File: config.mk
export PLATFORM = sky130hd
export DESIGN_NAME = dpe_top
export DESIGN_NICKNAME = d
export VERILOG_FILES = /design/src/dpe_pkg.sv /design/src/dpe_if.sv /design/src/dpe_decode.sv /design/src/dpe_top.sv
export VERILOG_INCLUDE_DIRS = /design/src
export SDC_FILE = /design/constraint.sdc
export NUM_CORES = 1
export LEC_CHECK = 0
export ABC_AREA = 1
export ABC_CLOCK_PERIOD_IN_PS = 4800
export BUFFER_PORTS_ARGS = -buffer_cell sky130_fd_sc_hd__buf_4
export CAP_MARGIN = 0
export CORE_MARGIN = 4
export CORE_UTILIZATION = 25
export CTS_CLUSTER_DIAMETER = 30
export DETAILED_ROUTE_END_ITERATION = 10
export GPL_TIMING_DRIVEN = 0
export PLACE_DENSITY = 0.4
export SLEW_MARGIN = 20
export SYNTH_ARGS = -nofsm -noshare
export SYNTH_HDL_FRONTEND = slang
export SYNTH_SLANG_ARGS = --single-unit
export TNS_END_PERCENT = 50
File: constraint.sdc
create_clock -name clk -period 4.8 [get_ports clk]
set_clock_uncertainty 0.05 [all_clocks]
set_input_delay 0.48 -clock clk [delete_from_list [all_inputs] [get_ports clk]]
set_output_delay 0.48 -clock clk [all_outputs]
set_load 0.05 [all_outputs]
File: src/dpe_cfg.svh
// Offsets, field positions and reset values of the data-path enable block
`ifndef DPE_CFG_SVH
`define DPE_CFG_SVH

// Register byte offsets, one aligned word each
`define DPE_CTRL_OFS      4'h0
`define DPE_TIMING_OFS    4'h4
`define DPE_STATUS_OFS    4'h8

// Control field positions
`define DPE_CTRL_TYPE_LSB  0
`define DPE_CTRL_TYPE_MSB  1
`define DPE_CTRL_SPLIT_BIT 2
`define DPE_CTRL_MASK_LSB  4
`define DPE_CTRL_MASK_MSB  7

// Timing field positions
`define DPE_TIM_TURN_LSB   0
`define DPE_TIM_TURN_MSB   3
`define DPE_TIM_MARG_LSB   4
`define DPE_TIM_MARG_MSB   7

// Status field positions
`define DPE_STAT_BUSY_BIT  0
`define DPE_STAT_ERR_BIT   1
`define DPE_STAT_ST_LSB    4
`define DPE_STAT_ST_MSB    8
`define DPE_STAT_CNT_LSB   16
`define DPE_STAT_CNT_MSB   31

// Reset values
`define DPE_CTRL_RST       8'hf4
`define DPE_TIMING_RST     8'h00
`define DPE_COUNT_RST      16'h0000

`endif

File: src/dpe_pkg.sv
// Types shared by the data-path enable block
package dpe_pkg;

	// Kind of external data-path buffer
	typedef enum logic [1:0] {
		DPE_PLAIN   = 2'h0,
		DPE_LATCHED = 2'h1,
		DPE_REGD    = 2'h2
	} dpe_path_t;

	// Access sequencer states
	typedef enum logic [4:0] {
		DPE_ST_IDLE = 5'h01,
		DPE_ST_ROW  = 5'h02,
		DPE_ST_COL  = 5'h04,
		DPE_ST_TAIL = 5'h08,
		DPE_ST_TURN = 5'h10
	} dpe_state_t;

endpackage : dpe_pkg

File: src/dpe_if.sv
// Phase and enable signals between sequencer and enable decoder
`timescale 1ns/10ps
interface dpe_if;
	import dpe_pkg::*;
	dpe_path_t path_type;
	logic      rd_phase;
	logic      wr_phase;
	logic      odd_path;
	logic      even_rd;
	logic      odd_rd;
	logic      even_wr;
	logic      odd_wr;

	modport ctl (output path_type, output rd_phase, output wr_phase, output odd_path,
		input even_rd, input odd_rd, input even_wr, input odd_wr);
	modport dec (input path_type, input rd_phase, input wr_phase, input odd_path,
		output even_rd, output odd_rd, output even_wr, output odd_wr);
endinterface : dpe_if

File: src/dpe_decode.sv
// Enable decoder: maps access phase and buffer kind onto the four path enables
`timescale 1ns/10ps
module dpe_decode
	import dpe_pkg::*;
(
	dpe_if.dec bus
);

	// Active-high enables; the sequencer registers and inverts them
	always_comb begin
		bus.even_rd = 1'b0;
		bus.odd_rd  = 1'b0;
		bus.even_wr = 1'b0;
		bus.odd_wr  = 1'b0;
		case (bus.path_type)
			DPE_LATCHED: begin
				bus.even_rd = bus.rd_phase;
				bus.odd_rd  = bus.rd_phase & bus.odd_path;
				bus.even_wr = bus.wr_phase & ~bus.odd_path;
				bus.odd_wr  = bus.wr_phase & bus.odd_path;
			end
			DPE_REGD: begin
				bus.even_rd = bus.rd_phase & ~bus.odd_path;
				bus.odd_rd  = bus.rd_phase & bus.odd_path;
				bus.even_wr = bus.wr_phase & ~bus.odd_path;
				bus.odd_wr  = bus.wr_phase & bus.odd_path;
			end
			default: begin
				// Read enable is the buffer's output enable for both directions
				bus.even_rd = (bus.rd_phase | bus.wr_phase) & ~bus.odd_path;
				bus.odd_rd  = (bus.rd_phase | bus.wr_phase) & bus.odd_path;
				// Write enables serve as direction control
				bus.even_wr = bus.wr_phase & ~bus.odd_path;
				bus.odd_wr  = bus.wr_phase & bus.odd_path;
			end
		endcase
	end

endmodule : dpe_decode

File: src/dpe_top.sv
// DRAM data-path enable sequencer with Avalon-MM configuration registers
//
// Overview of operation
// Plain transceiver: read enable is buffer output enable on reads and writes.
// Plain transceiver: no address pipelining on burst reads, no read latch.
// Board derives plain transceiver direction from system read or write strobe.
// Latched mux: even read enable is common read path enable for all reads.
// Latched mux: odd read enable latches odd data and selects the mux path.
// Latched mux: odd and even write enables drive the write path enables.
// Latched types pipeline burst reads, finishing one clock before plain type.
// Registered transceiver: read and write enables map to matching path enables.
// One to four banks; strobes 0,2 even path, strobes 1,3 odd path.
// Interleave even and odd banks only with separate even and odd buffers.
// Banks must ignore column strobe arriving without their row strobe.
// Single shared buffer set: no interleave, read enables OR'ed externally.
// Direct attach: turnaround setting keeps reads clear of following writes.
// Heavy address loading: software adds timing margin or board buffers.
// Unused data path keeps its read and write enables deasserted.
//
// Our own choices: the Avalon-MM interface to the registers and the register addresses.
`timescale 1ns/10ps
`include "dpe_cfg.svh"
module dpe_top
	import dpe_pkg::*;
#(
	parameter int CNT_W = 16
)
(
	input  wire logic        clk,
	input  wire logic        srst,
	input  wire logic [3:0]  avs_address,
	input  wire logic        avs_read,
	input  wire logic        avs_write,
	input  wire logic [31:0] avs_writedata,
	input  wire logic [3:0]  avs_byteenable,
	output logic      [31:0] avs_readdata,
	output logic             avs_waitrequest,
	input  wire logic        acc_valid,
	input  wire logic        acc_write,
	input  wire logic [1:0]  acc_bank,
	input  wire logic [2:0]  acc_beats,
	input  wire logic        acc_interleave,
	output logic             acc_ready,
	output logic             acc_beat,
	output logic             acc_done,
	output logic             acc_error,
	output logic      [3:0]  row_strobe_n,
	output logic             col_strobe_n,
	output logic             even_read_path_enable_n,
	output logic             odd_read_path_enable_n,
	output logic             even_write_path_enable_n,
	output logic             odd_write_path_enable_n
);

	// One-hot row strobe mask of a bank, used for both banks of a pair
	function automatic logic [3:0] bank_mask(input logic [1:0] bank);
		bank_mask = 4'h1 << bank;
	endfunction : bank_mask

	// Buffer kind from the control field; the spare code falls back to plain
	function automatic dpe_path_t path_of(input logic [1:0] code);
		case (code)
			2'h1:    path_of = DPE_LATCHED;
			2'h2:    path_of = DPE_REGD;
			default: path_of = DPE_PLAIN;
		endcase
	endfunction : path_of

	// Configuration and status storage
	logic [7:0]       ctrl_r;
	logic [7:0]       timing_r;
	logic             err_r;
	logic [CNT_W-1:0] count_r;
	logic [31:0]      readdata_r;
	logic             waitreq_r;

	// Sequencer storage
	dpe_state_t state_r;
	logic [3:0] cnt_r;
	logic [2:0] beats_left_r;
	logic       cur_odd_r;
	logic       lat_write_r;
	logic       lat_il_r;
	logic       lat_burst_r;
	logic [3:0] rows_r;
	logic       ready_r;
	logic       beat_r;
	logic       done_r;
	logic       err_pulse_r;

	// Registered pin images
	logic [3:0] row_n_r;
	logic       col_n_r;
	logic       erd_n_r;
	logic       ord_n_r;
	logic       ewr_n_r;
	logic       owr_n_r;

	// Decoded configuration
	dpe_path_t  ptype;
	logic       split_paths;
	logic [3:0] present;
	logic [3:0] turn_cycles;
	logic [3:0] margin;
	logic       bus_take;
	logic       bus_wr_now;
	logic       start;
	logic       bank_absent;
	logic       last_beat;
	logic       beat_now;
	logic       err_set;
	logic       err_clr;
	logic       il_ok;

	dpe_if dif ();

	assign ptype       = path_of(ctrl_r[`DPE_CTRL_TYPE_MSB:`DPE_CTRL_TYPE_LSB]);
	assign split_paths = ctrl_r[`DPE_CTRL_SPLIT_BIT];
	assign present     = ctrl_r[`DPE_CTRL_MASK_MSB:`DPE_CTRL_MASK_LSB];
	assign turn_cycles = timing_r[`DPE_TIM_TURN_MSB:`DPE_TIM_TURN_LSB];
	assign margin      = timing_r[`DPE_TIM_MARG_MSB:`DPE_TIM_MARG_LSB];

	// Bus handshake: request seen while waitrequest high, taken while it is low
	assign bus_take   = (avs_read | avs_write) & waitreq_r;
	assign bus_wr_now = avs_write & ~waitreq_r;

	// Access start and its qualifiers
	assign start       = acc_valid & ready_r;
	assign bank_absent = ~present[acc_bank];
	// Pair interleave only with separate buffer sets and both banks fitted
	assign il_ok       = acc_interleave & split_paths & present[acc_bank ^ 2'h1];
	assign beat_now    = (state_r == DPE_ST_COL) && (cnt_r == 4'h0);
	assign last_beat   = beat_now && (beats_left_r == 3'h1);

	// Sticky error: set on an access to a missing bank, write one to clear
	assign err_set = start & bank_absent;
	assign err_clr = bus_wr_now && (avs_address == `DPE_STATUS_OFS) && avs_byteenable[0]
		&& avs_writedata[`DPE_STAT_ERR_BIT];

	// Phase information toward the enable decoder
	assign dif.path_type = ptype;
	assign dif.rd_phase  = ((state_r == DPE_ST_COL) || (state_r == DPE_ST_TAIL)) && !lat_write_r;
	assign dif.wr_phase  = ((state_r == DPE_ST_COL) || (state_r == DPE_ST_TAIL)) && lat_write_r;
	assign dif.odd_path  = cur_odd_r;

	dpe_decode u_dec (
		.bus (dif.dec)
	);

	// Avalon waitrequest: low for exactly one cycle per request
	always_ff @(posedge clk) begin
		if (srst) begin
			waitreq_r <= 1'b1;
		end else if (bus_take) begin
			waitreq_r <= 1'b0;
		end else begin
			waitreq_r <= 1'b1;
		end
	end

	// Read data captured when the request is first seen, held through the answer
	always_ff @(posedge clk) begin
		if (srst) begin
			readdata_r <= 32'h0000_0000;
		end else if (bus_take && avs_read) begin
			case (avs_address)
				`DPE_CTRL_OFS:   readdata_r <= {24'h00_0000, ctrl_r};
				`DPE_TIMING_OFS: readdata_r <= {24'h00_0000, timing_r};
				`DPE_STATUS_OFS: begin
					readdata_r <= 32'h0000_0000;
					readdata_r[`DPE_STAT_BUSY_BIT] <= (state_r != DPE_ST_IDLE);
					readdata_r[`DPE_STAT_ERR_BIT] <= err_r;
					readdata_r[`DPE_STAT_ST_MSB:`DPE_STAT_ST_LSB] <= state_r;
					readdata_r[`DPE_STAT_CNT_MSB:`DPE_STAT_CNT_LSB] <= count_r;
				end
				default:         readdata_r <= 32'h0000_0000; // Unmapped reads as zero
			endcase
		end
	end

	// Control register; change between accesses only, it is read every cycle
	always_ff @(posedge clk) begin
		if (srst) begin
			ctrl_r <= `DPE_CTRL_RST;
		end else if (bus_wr_now && (avs_address == `DPE_CTRL_OFS) && avs_byteenable[0]) begin
			ctrl_r <= avs_writedata[7:0];
		end
	end

	// Timing register: turnaround after reads and extra strobe margin
	always_ff @(posedge clk) begin
		if (srst) begin
			timing_r <= `DPE_TIMING_RST;
		end else if (bus_wr_now && (avs_address == `DPE_TIMING_OFS) && avs_byteenable[0]) begin
			timing_r <= avs_writedata[7:0];
		end
	end

	// Error flag; a set in the clearing cycle wins
	always_ff @(posedge clk) begin
		if (srst) begin
			err_r <= 1'b0;
		end else if (err_set) begin
			err_r <= 1'b1;
		end else if (err_clr) begin
			err_r <= 1'b0;
		end
	end

	// Completed access counter, wraps
	always_ff @(posedge clk) begin
		if (srst) begin
			count_r <= CNT_W'(`DPE_COUNT_RST);
		end else if (done_r && !err_pulse_r) begin
			count_r <= count_r + CNT_W'(1);
		end
	end

	// Access sequencer
	always_ff @(posedge clk) begin
		if (srst) begin
			state_r      <= DPE_ST_IDLE;
			cnt_r        <= 4'h0;
			beats_left_r <= 3'h0;
			cur_odd_r    <= 1'b0;
			lat_write_r  <= 1'b0;
			lat_il_r     <= 1'b0;
			lat_burst_r  <= 1'b0;
			rows_r       <= 4'h0;
		end else begin
			case (state_r)
				DPE_ST_IDLE: begin
					if (start && !bank_absent) begin
						lat_write_r  <= acc_write;
						lat_il_r     <= il_ok;
						lat_burst_r  <= (acc_beats > 3'h1);
						beats_left_r <= (acc_beats == 3'h0) ? 3'h1 : acc_beats;
						cur_odd_r    <= acc_bank[0];
						// Only the addressed bank, or its pair, sees a row strobe
						rows_r       <= il_ok ? (bank_mask(acc_bank) |
							bank_mask(acc_bank ^ 2'h1)) : bank_mask(acc_bank);
						cnt_r        <= margin;
						state_r      <= DPE_ST_ROW;
					end
				end
				DPE_ST_ROW: begin
					if (cnt_r == 4'h0) begin
						cnt_r   <= margin;
						state_r <= DPE_ST_COL;
					end else begin
						cnt_r <= cnt_r - 4'h1;
					end
				end
				DPE_ST_COL: begin
					if (cnt_r != 4'h0) begin
						cnt_r <= cnt_r - 4'h1;
					end else begin
						beats_left_r <= beats_left_r - 3'h1;
						cnt_r        <= margin;
						if (lat_il_r) begin
							cur_odd_r <= ~cur_odd_r;
						end
						if (beats_left_r == 3'h1) begin
							// Plain buffers cannot pipeline: one extra clock on burst reads
							if (!lat_write_r && lat_burst_r && ptype == DPE_PLAIN) begin
								state_r <= DPE_ST_TAIL;
							end else if (!lat_write_r && turn_cycles != 4'h0) begin
								cnt_r   <= turn_cycles - 4'h1;
								state_r <= DPE_ST_TURN;
							end else begin
								state_r <= DPE_ST_IDLE;
							end
						end
					end
				end
				DPE_ST_TAIL: begin
					if (turn_cycles != 4'h0) begin
						cnt_r   <= turn_cycles - 4'h1;
						state_r <= DPE_ST_TURN;
					end else begin
						state_r <= DPE_ST_IDLE;
					end
				end
				DPE_ST_TURN: begin
					// Bus turnaround after a read; no new access meanwhile
					if (cnt_r == 4'h0) begin
						state_r <= DPE_ST_IDLE;
					end else begin
						cnt_r <= cnt_r - 4'h1;
					end
				end
				default: begin
					state_r <= DPE_ST_IDLE;
				end
			endcase
		end
	end

	// Ready: high in idle, dropped for the cycle after each accepted request
	always_ff @(posedge clk) begin
		if (srst) begin
			ready_r <= 1'b0;
		end else if (start) begin
			ready_r <= 1'b0;
		end else begin
			ready_r <= (state_r == DPE_ST_IDLE);
		end
	end

	// Beat, done and error pulses toward the requester
	always_ff @(posedge clk) begin
		if (srst) begin
			beat_r      <= 1'b0;
			done_r      <= 1'b0;
			err_pulse_r <= 1'b0;
		end else begin
			beat_r      <= beat_now;
			err_pulse_r <= err_set;
			done_r      <= err_set | (last_beat && (lat_write_r || !lat_burst_r ||
				ptype != DPE_PLAIN)) | (state_r == DPE_ST_TAIL);
		end
	end

	// Row and column strobes, active low
	always_ff @(posedge clk) begin
		if (srst) begin
			row_n_r <= 4'hf;
			col_n_r <= 1'b1;
		end else begin
			if ((state_r == DPE_ST_ROW) || (state_r == DPE_ST_COL) ||
				(state_r == DPE_ST_TAIL)) begin
				row_n_r <= ~rows_r;
			end else begin
				row_n_r <= 4'hf;
			end
			// Column strobe is shared; banks without row strobe ignore it
			col_n_r <= ~(state_r == DPE_ST_COL);
		end
	end

	// Path enables, active low; idle path stays off
	always_ff @(posedge clk) begin
		if (srst) begin
			erd_n_r <= 1'b1;
			ord_n_r <= 1'b1;
			ewr_n_r <= 1'b1;
			owr_n_r <= 1'b1;
		end else begin
			erd_n_r <= ~dif.even_rd;
			ord_n_r <= ~dif.odd_rd;
			ewr_n_r <= ~dif.even_wr;
			owr_n_r <= ~dif.odd_wr;
		end
	end

	// Port images, all straight from flip-flops
	assign avs_readdata             = readdata_r;
	assign avs_waitrequest          = waitreq_r;
	assign acc_ready                = ready_r;
	assign acc_beat                 = beat_r;
	assign acc_done                 = done_r;
	assign acc_error                = err_pulse_r;
	assign row_strobe_n             = row_n_r;
	assign col_strobe_n             = col_n_r;
	assign even_read_path_enable_n  = erd_n_r;
	assign odd_read_path_enable_n   = ord_n_r;
	assign even_write_path_enable_n = ewr_n_r;
	assign odd_write_path_enable_n  = owr_n_r;

endmodule : dpe_top

=== Word level (Yosys, flattened, before mapping) ===
Index checks and enable logic that the tools add are counted.

* Output and inout bits: 46
* Flip-flop bits (word level): 99

* Mux-type cells: 38
* Reductions and logical operators: 44
* Shift operators: 2
* Bitwise operators: 28
* Equality and inequality tests: 21
* Magnitude comparators: 3
* $add $sub $neg: 4

{| class="wikitable"
|+ Operators with widths
! cell !! count
|-
| $pmux 32 s3 || 1
|-
| $mux 5 || 8
|-
| $mux 4 || 9
|-
| $pmux 5 s5 || 1
|-
| $pmux 4 s5 || 1
|-
| $logic_and 1x1->1 || 18
|-
| $add 16x1->16 const B || 1
|-
| $ne 2x2->1 const B || 8
|-
| $and 1x1->1 || 12
|-
| $not 1->1 || 10
|-
| $mux 1 || 9
|-
| $mux 3 || 3
|-
| $logic_not 4->1 || 2
|-
| $reduce_and 4->1 || 2
|-
| $reduce_bool 4->1 || 2
|-
| $shl 1x2->4 const A || 2
|-
| $sub 4x1->4 const B || 2
|-
| $lt 2x3->1 const B || 2
|-
| $pmux 3 s2 || 1
|-
| $reduce_bool 2->1 || 3
|-
| $reduce_or 2->1 || 3
|-
| $eq 5x1->1 const B || 1
|-
| $eq 5x2->1 const B || 1
|-
| $eq 5x3->1 const B || 1
|-
| other kinds (24) || 37
|}

=== Depth between registers and ports, before layout ===
* Depth in word-level cells: 8
* Depth in mapped cells: 13

=== Cells and area by module ===
Synthesis repeated with hierarchy kept, for this count alone.

* Cell total of the unflattened synthesis: 641
* Area, all modules: 4580.6 um^2

{| class="wikitable"
|+ Modules (own cells, without submodules)
! module !! times used !! area each (um^2) !! seq. area each (um^2) !! cells each
|-
| dpe_top || 1 || 4495.6 || 1841.8 || 624
|-
| dpe_decode || 1 || 85.1 || 0.0 || 17
|}

=== Worst setup path before layout ===
No wires, ideal clock.

* Path kind: register to register
* Start point: register done_r (netlist: acc_done)
* End point: register count_r[12]
* Arrival: 1.547 ns
* Path slack: 3.071 ns
* Setup time: 0.132 ns
* Stages on the path, launching flop included: 8
* Data required time: 4.618 ns
* Buffers on the path: 0
* Clock period less this slack: 1.729 ns
* Cells stage by stage: dfxtp_1 -> nand2_2 -> nor3_4 -> nand3_2 -> nor2_1 -> nand2_1 -> nor3_1 -> nor3_1

* Cells in the longest elaborated chain, start to end: 1

{| class="wikitable"
|+ RTL lines
! what !! RTL line !! source
|-
| start: declaration || dpe_top.sv:88 || <nowiki>logic done_r;</nowiki>
|-
| start signal: assignment || dpe_top.sv:319 || <nowiki>done_r <= err_set | (last_beat && (lat_write_r || !lat_burst_r ||</nowiki>
|-
| $logic_and 1x1->1 || dpe_top.sv:214 || <nowiki>end else if (done_r && !err_pulse_r) begin</nowiki>
|-
| end signal: assignment || dpe_top.sv:213 || <nowiki>count_r <= CNT_W'(`DPE_COUNT_RST);</nowiki>
|-
| end signal: assignment || dpe_top.sv:215 || <nowiki>count_r <= count_r + CNT_W'(1);</nowiki>
|-
| end: declaration || dpe_top.sv:73 || <nowiki>logic [CNT_W-1:0] count_r;</nowiki>
|}

No other way between the ends.
A chain may end at the register's enable or synchronous reset.

=== Worst setup path after layout ===
* Start point: register ctrl_r[0]
* End point: register cnt_r[3]

* Cells in the longest elaborated chain, start to end: 8

{| class="wikitable"
|+ RTL lines
! what !! RTL line !! source
|-
| start: declaration || dpe_top.sv:70 || <nowiki>logic [7:0] ctrl_r;</nowiki>
|-
| start signal: assignment || dpe_top.sv:184 || <nowiki>ctrl_r <= `DPE_CTRL_RST;</nowiki>
|-
| start signal: assignment || dpe_top.sv:186 || <nowiki>ctrl_r <= avs_writedata[7:0];</nowiki>
|-
| $eq 2x2->1 or $eq 2x1->1 (tied branches) || dpe_top.sv:62 || <nowiki>case (code)</nowiki>
|-
| $pmux 2 s2 * || dpe_top.sv:62 ||
|-
| $logic_not 2->1 * || dpe_top.sv:265 || <nowiki>if (!lat_write_r && lat_burst_r && ptype == DPE_PLAIN) begin</nowiki>
|-
| $logic_and 1x1->1 * || dpe_top.sv:265 ||
|-
| $mux 4 * || dpe_top.sv:265 ||
|-
| $mux 4 * || dpe_top.sv:263 || <nowiki>if (beats_left_r == 3'h1) begin</nowiki>
|-
| $mux 4 * || dpe_top.sv:255 || <nowiki>if (cnt_r != 4'h0) begin</nowiki>
|-
| $pmux 4 s5 * || dpe_top.sv:231 || <nowiki>case (state_r)</nowiki>
|-
| end signal: assignment || dpe_top.sv:256 || <nowiki>cnt_r <= cnt_r - 4'h1;</nowiki>
|-
| end signal: assignment || dpe_top.sv:259 || <nowiki>cnt_r <= margin;</nowiki>
|-
| end signal: assignment || dpe_top.sv:268 || <nowiki>cnt_r <= turn_cycles - 4'h1;</nowiki>
|-
| end: declaration || dpe_top.sv:79 || <nowiki>logic [3:0] cnt_r;</nowiki>
|}

Mark *: on every way between the ends. The rest lies on a longest branch, timed or not.

==> metrics.md <==
| Metric | Value |
|---|---|
| Final hold vios | 0 |
| Clock sinks | 92 |
| Peak Freq | 0.481 GHz |
| Total GRT Usage | 0.142 |
| LEAKAGE | roughly 2.2 nW |
| Clk_lat worst skew | ~0.35 ns |
| Initial core utilization | 0.259 |
| Synthesized area per cell | ~7.2 µm² |
| Hold Slack | 0.312 ns |
| Initial antenna violation count | 0 |
| IO Count | 98 |
| Hold Buf Count CTS | 0 |
| Hold WC Path Type | input port to flop |
| Setup TNS | 0 ns |
| Power Dens Cells | 402 nW/µm² |
| Worst Setup Start Kind | flop |
| Synth top cells by count | nand2_1 (131), dfxtp_1 (92), a21oi_1 (65) |
| Post-synth EDFFs | 0 |
| Post-CTS Repair Setup Buffers | 0 |
| DR vias | 4155 |
| Worst-margin pin slew | approximately 0.74 ns |
| Final #Nets | 742 |
| Initial DRT Pass Iterations | 5 |
| Fin. max-slew vios | 0 |
| Root Driver | clkbuf_16 |
| Antenna cells | 0 |
| Synth area leaders | dfxtp_1 (42%), nand2_1 (11%), a21oi_1 (7.5%) |
| Per-cell routed wire length | 15.3 µm |
| Synthesis-stage register bit count | 92 |
| Die width | 140 µm |
| Vias in the first global route | 4044 |
| First-pass GRT wire length | about 22 mm |
| Routed WL | between 10 and 15 mm |
| Share of post-route cells with drive strength above 1 | 0.180 |
| DR iter-0 viols | 233 |
| CTS tree | built |
| Area Growth Syn to Fin | 24.8% |
| Rel. slew slack | 0.504 |
| Final Critical Period | 2.08 ns |
| Crit. End Element | flop |
| Main flop type after synthesis | dfxtp_1 |
| CP Data Arrival Time | 2.28 ns |
| Max Cap Viol | 0 |
| Routability cong. | 0.855 |
| Die height | 140 µm |
| Die ar. | ~20000 µm² |
| Yosys cell types | 39 |
| Cell with the most instances after synthesis | nand2_1 |
| Largest net degree at the start of global routing | 16 |
| Worst EP required | 5.00 ns |
| Classification of the worst setup path | flop to flop |
| Ys async rst share | 0 |
| Top cell type's share of synthesized area | 0.423 |
| Clk buf depth | 2 |
| Sequential-to-total area share from yosys stat | 0.423 |
| FP Rows | 47 |
| Area leader, netlist | dfxtp_1 |
| Peak supply drop | 207 µV |
| Fin crit share | 0.433 |
| Status | finished clean |
| Mapped Cells | between 600 and 700 |
| # resized after CTS | 0 |
| Warnings from Yosys | 0 |
| I/O Buffers | 62 |
| DP HPWL | between 10 and 15 mm |
| CTS clk-pin slew, worst paths | around 0.070 ns |
| Grt ovf | 0 |
| DRT antenna net count | 0 |
| Unrepaired setup endpoints after global routing | false |
| Max FO, Critical Path | 6 |
| Final Non-Filler Cells | 905 |
| H-tree levels | 3 |
| Num CTS Buffers | 9 |
| Final design utilization | 0.323 |
| Via-to-Cell Ratio | 4.59 |
| # DRC | 0 |
| Placeable Area | 16800 µm² |
| Placed Cells | 890 |
| Synthesized cell area | 4350 µm² |
| Final setup violation count | 0 |
[worst max-delay path, cell delays in order, from the launching register on]
cell and delay [ns]:
dfxtp_1 0.34, inv_1 0.09, ha_1 0.31, nand3_1 0.14, nand3_1 0.25, nor2_1 0.33, nand2_1 0.08, nand3_1 0.09
nand2_1 0.06, nand2_1 0.06, nand2_1 0.09, nand2_1 0.07, inv_1 0.03
[stage by stage]
step / power, mW / instance area [µm²] / setup slack, ns
floorplan: 1.26 / 4370 / 3.07
global placement: 1.42 / 5110 / 2.62
detailed placement: 1.42 / 5110 / 2.61
CTS: 2.20 / 5430 / 2.78
global route: 2.30 / 5430 / 2.54
finish: 2.18 / 5430 / 2.72
[cells in the final DEF, fill, tap and decap left out, types with 6 or more instances in the layout]
| cell | n |
|---|---|
| dfxtp_1 | 92 |
| inv_2 | 6 |
| o21ai_0 | 47 |
| ha_1 | 9 |
| nor2_2 | 6 |
| buf_4 | 69 |
| nand2_1 | 131 |
| nand3_1 | 42 |
| nor2_1 | 49 |
| inv_1 | 64 |
| a21oi_1 | 65 |
| conb_1 | 7 |
| clkbuf_16 | 9 |
| nand2_2 | 7 |
| clkbuf_1 | 12 |
| nor3_1 | 6 |
[area by class of cell]
cell class,count,area (µm²)
Clock inverter,5,85.1
Multi-Input combinational cell,420,2140
Inverter,73,275
Buffer,23,119
Timing Repair Buffer,62,465
Tap cell,220,275
Sequential cell,92,1840
Clock buffer,10,229
Fill cell,1896,11400
[registers in the layout, indices dropped and copies added (netlist names), 3 cells and up]
name          flops
row_strobe_n      4
rows_r            4
cnt_r             4
beats_left_r      3
state_r           5
avs_readdata     25
timing_r          8
ctrl_r            8
count_r          16
[metal layers]
metal  global-route usage  vias to the layer above  wire length, µm
met1                0.203                     1929             7150
met3               0.0290                       16              541
met2                0.212                       87             5920
met5                    0                        -                0
li1                     -                     2123                -
met4               0.0535                        0              243
[report_power, final]
group	internal [mW]	leakage, nW	switching (mW)
registers	0.814	0.744	0.0367
clock network	0.457	0.149	0.318
logic	0.163	1.35	0.395
[path summary, 6_finish.rpt]
kind,start,to,slack [ns],depth (start not counted)
setup / recovery,ctrl_r[0],cnt_r[3],2.72,12
hold / removal,avs_writedata[2],ctrl_r[2],0.31,3
setup reg to reg,ctrl_r[0],cnt_r[3],2.72,12
hold reg to reg,rows_r[2],row_strobe_n[2],0.34,1
[cell families (layout without fill, tap and decap cells)]
family | after synthesis | count (layout) | share of synthesized area
other cells | 1 | 7 | 0.000862
buf+inv | 96 | 173 | 0.0906
fa+ha+maj | 9 | 9 | 0.0259
xor+xnor | 7 | 7 | 0.0141
simple gates | 261 | 261 | 0.275
compound gates | 136 | 136 | 0.170
flops | 92 | 92 | 0.423
No activity file was read; power rests on OpenSTA's default activity.
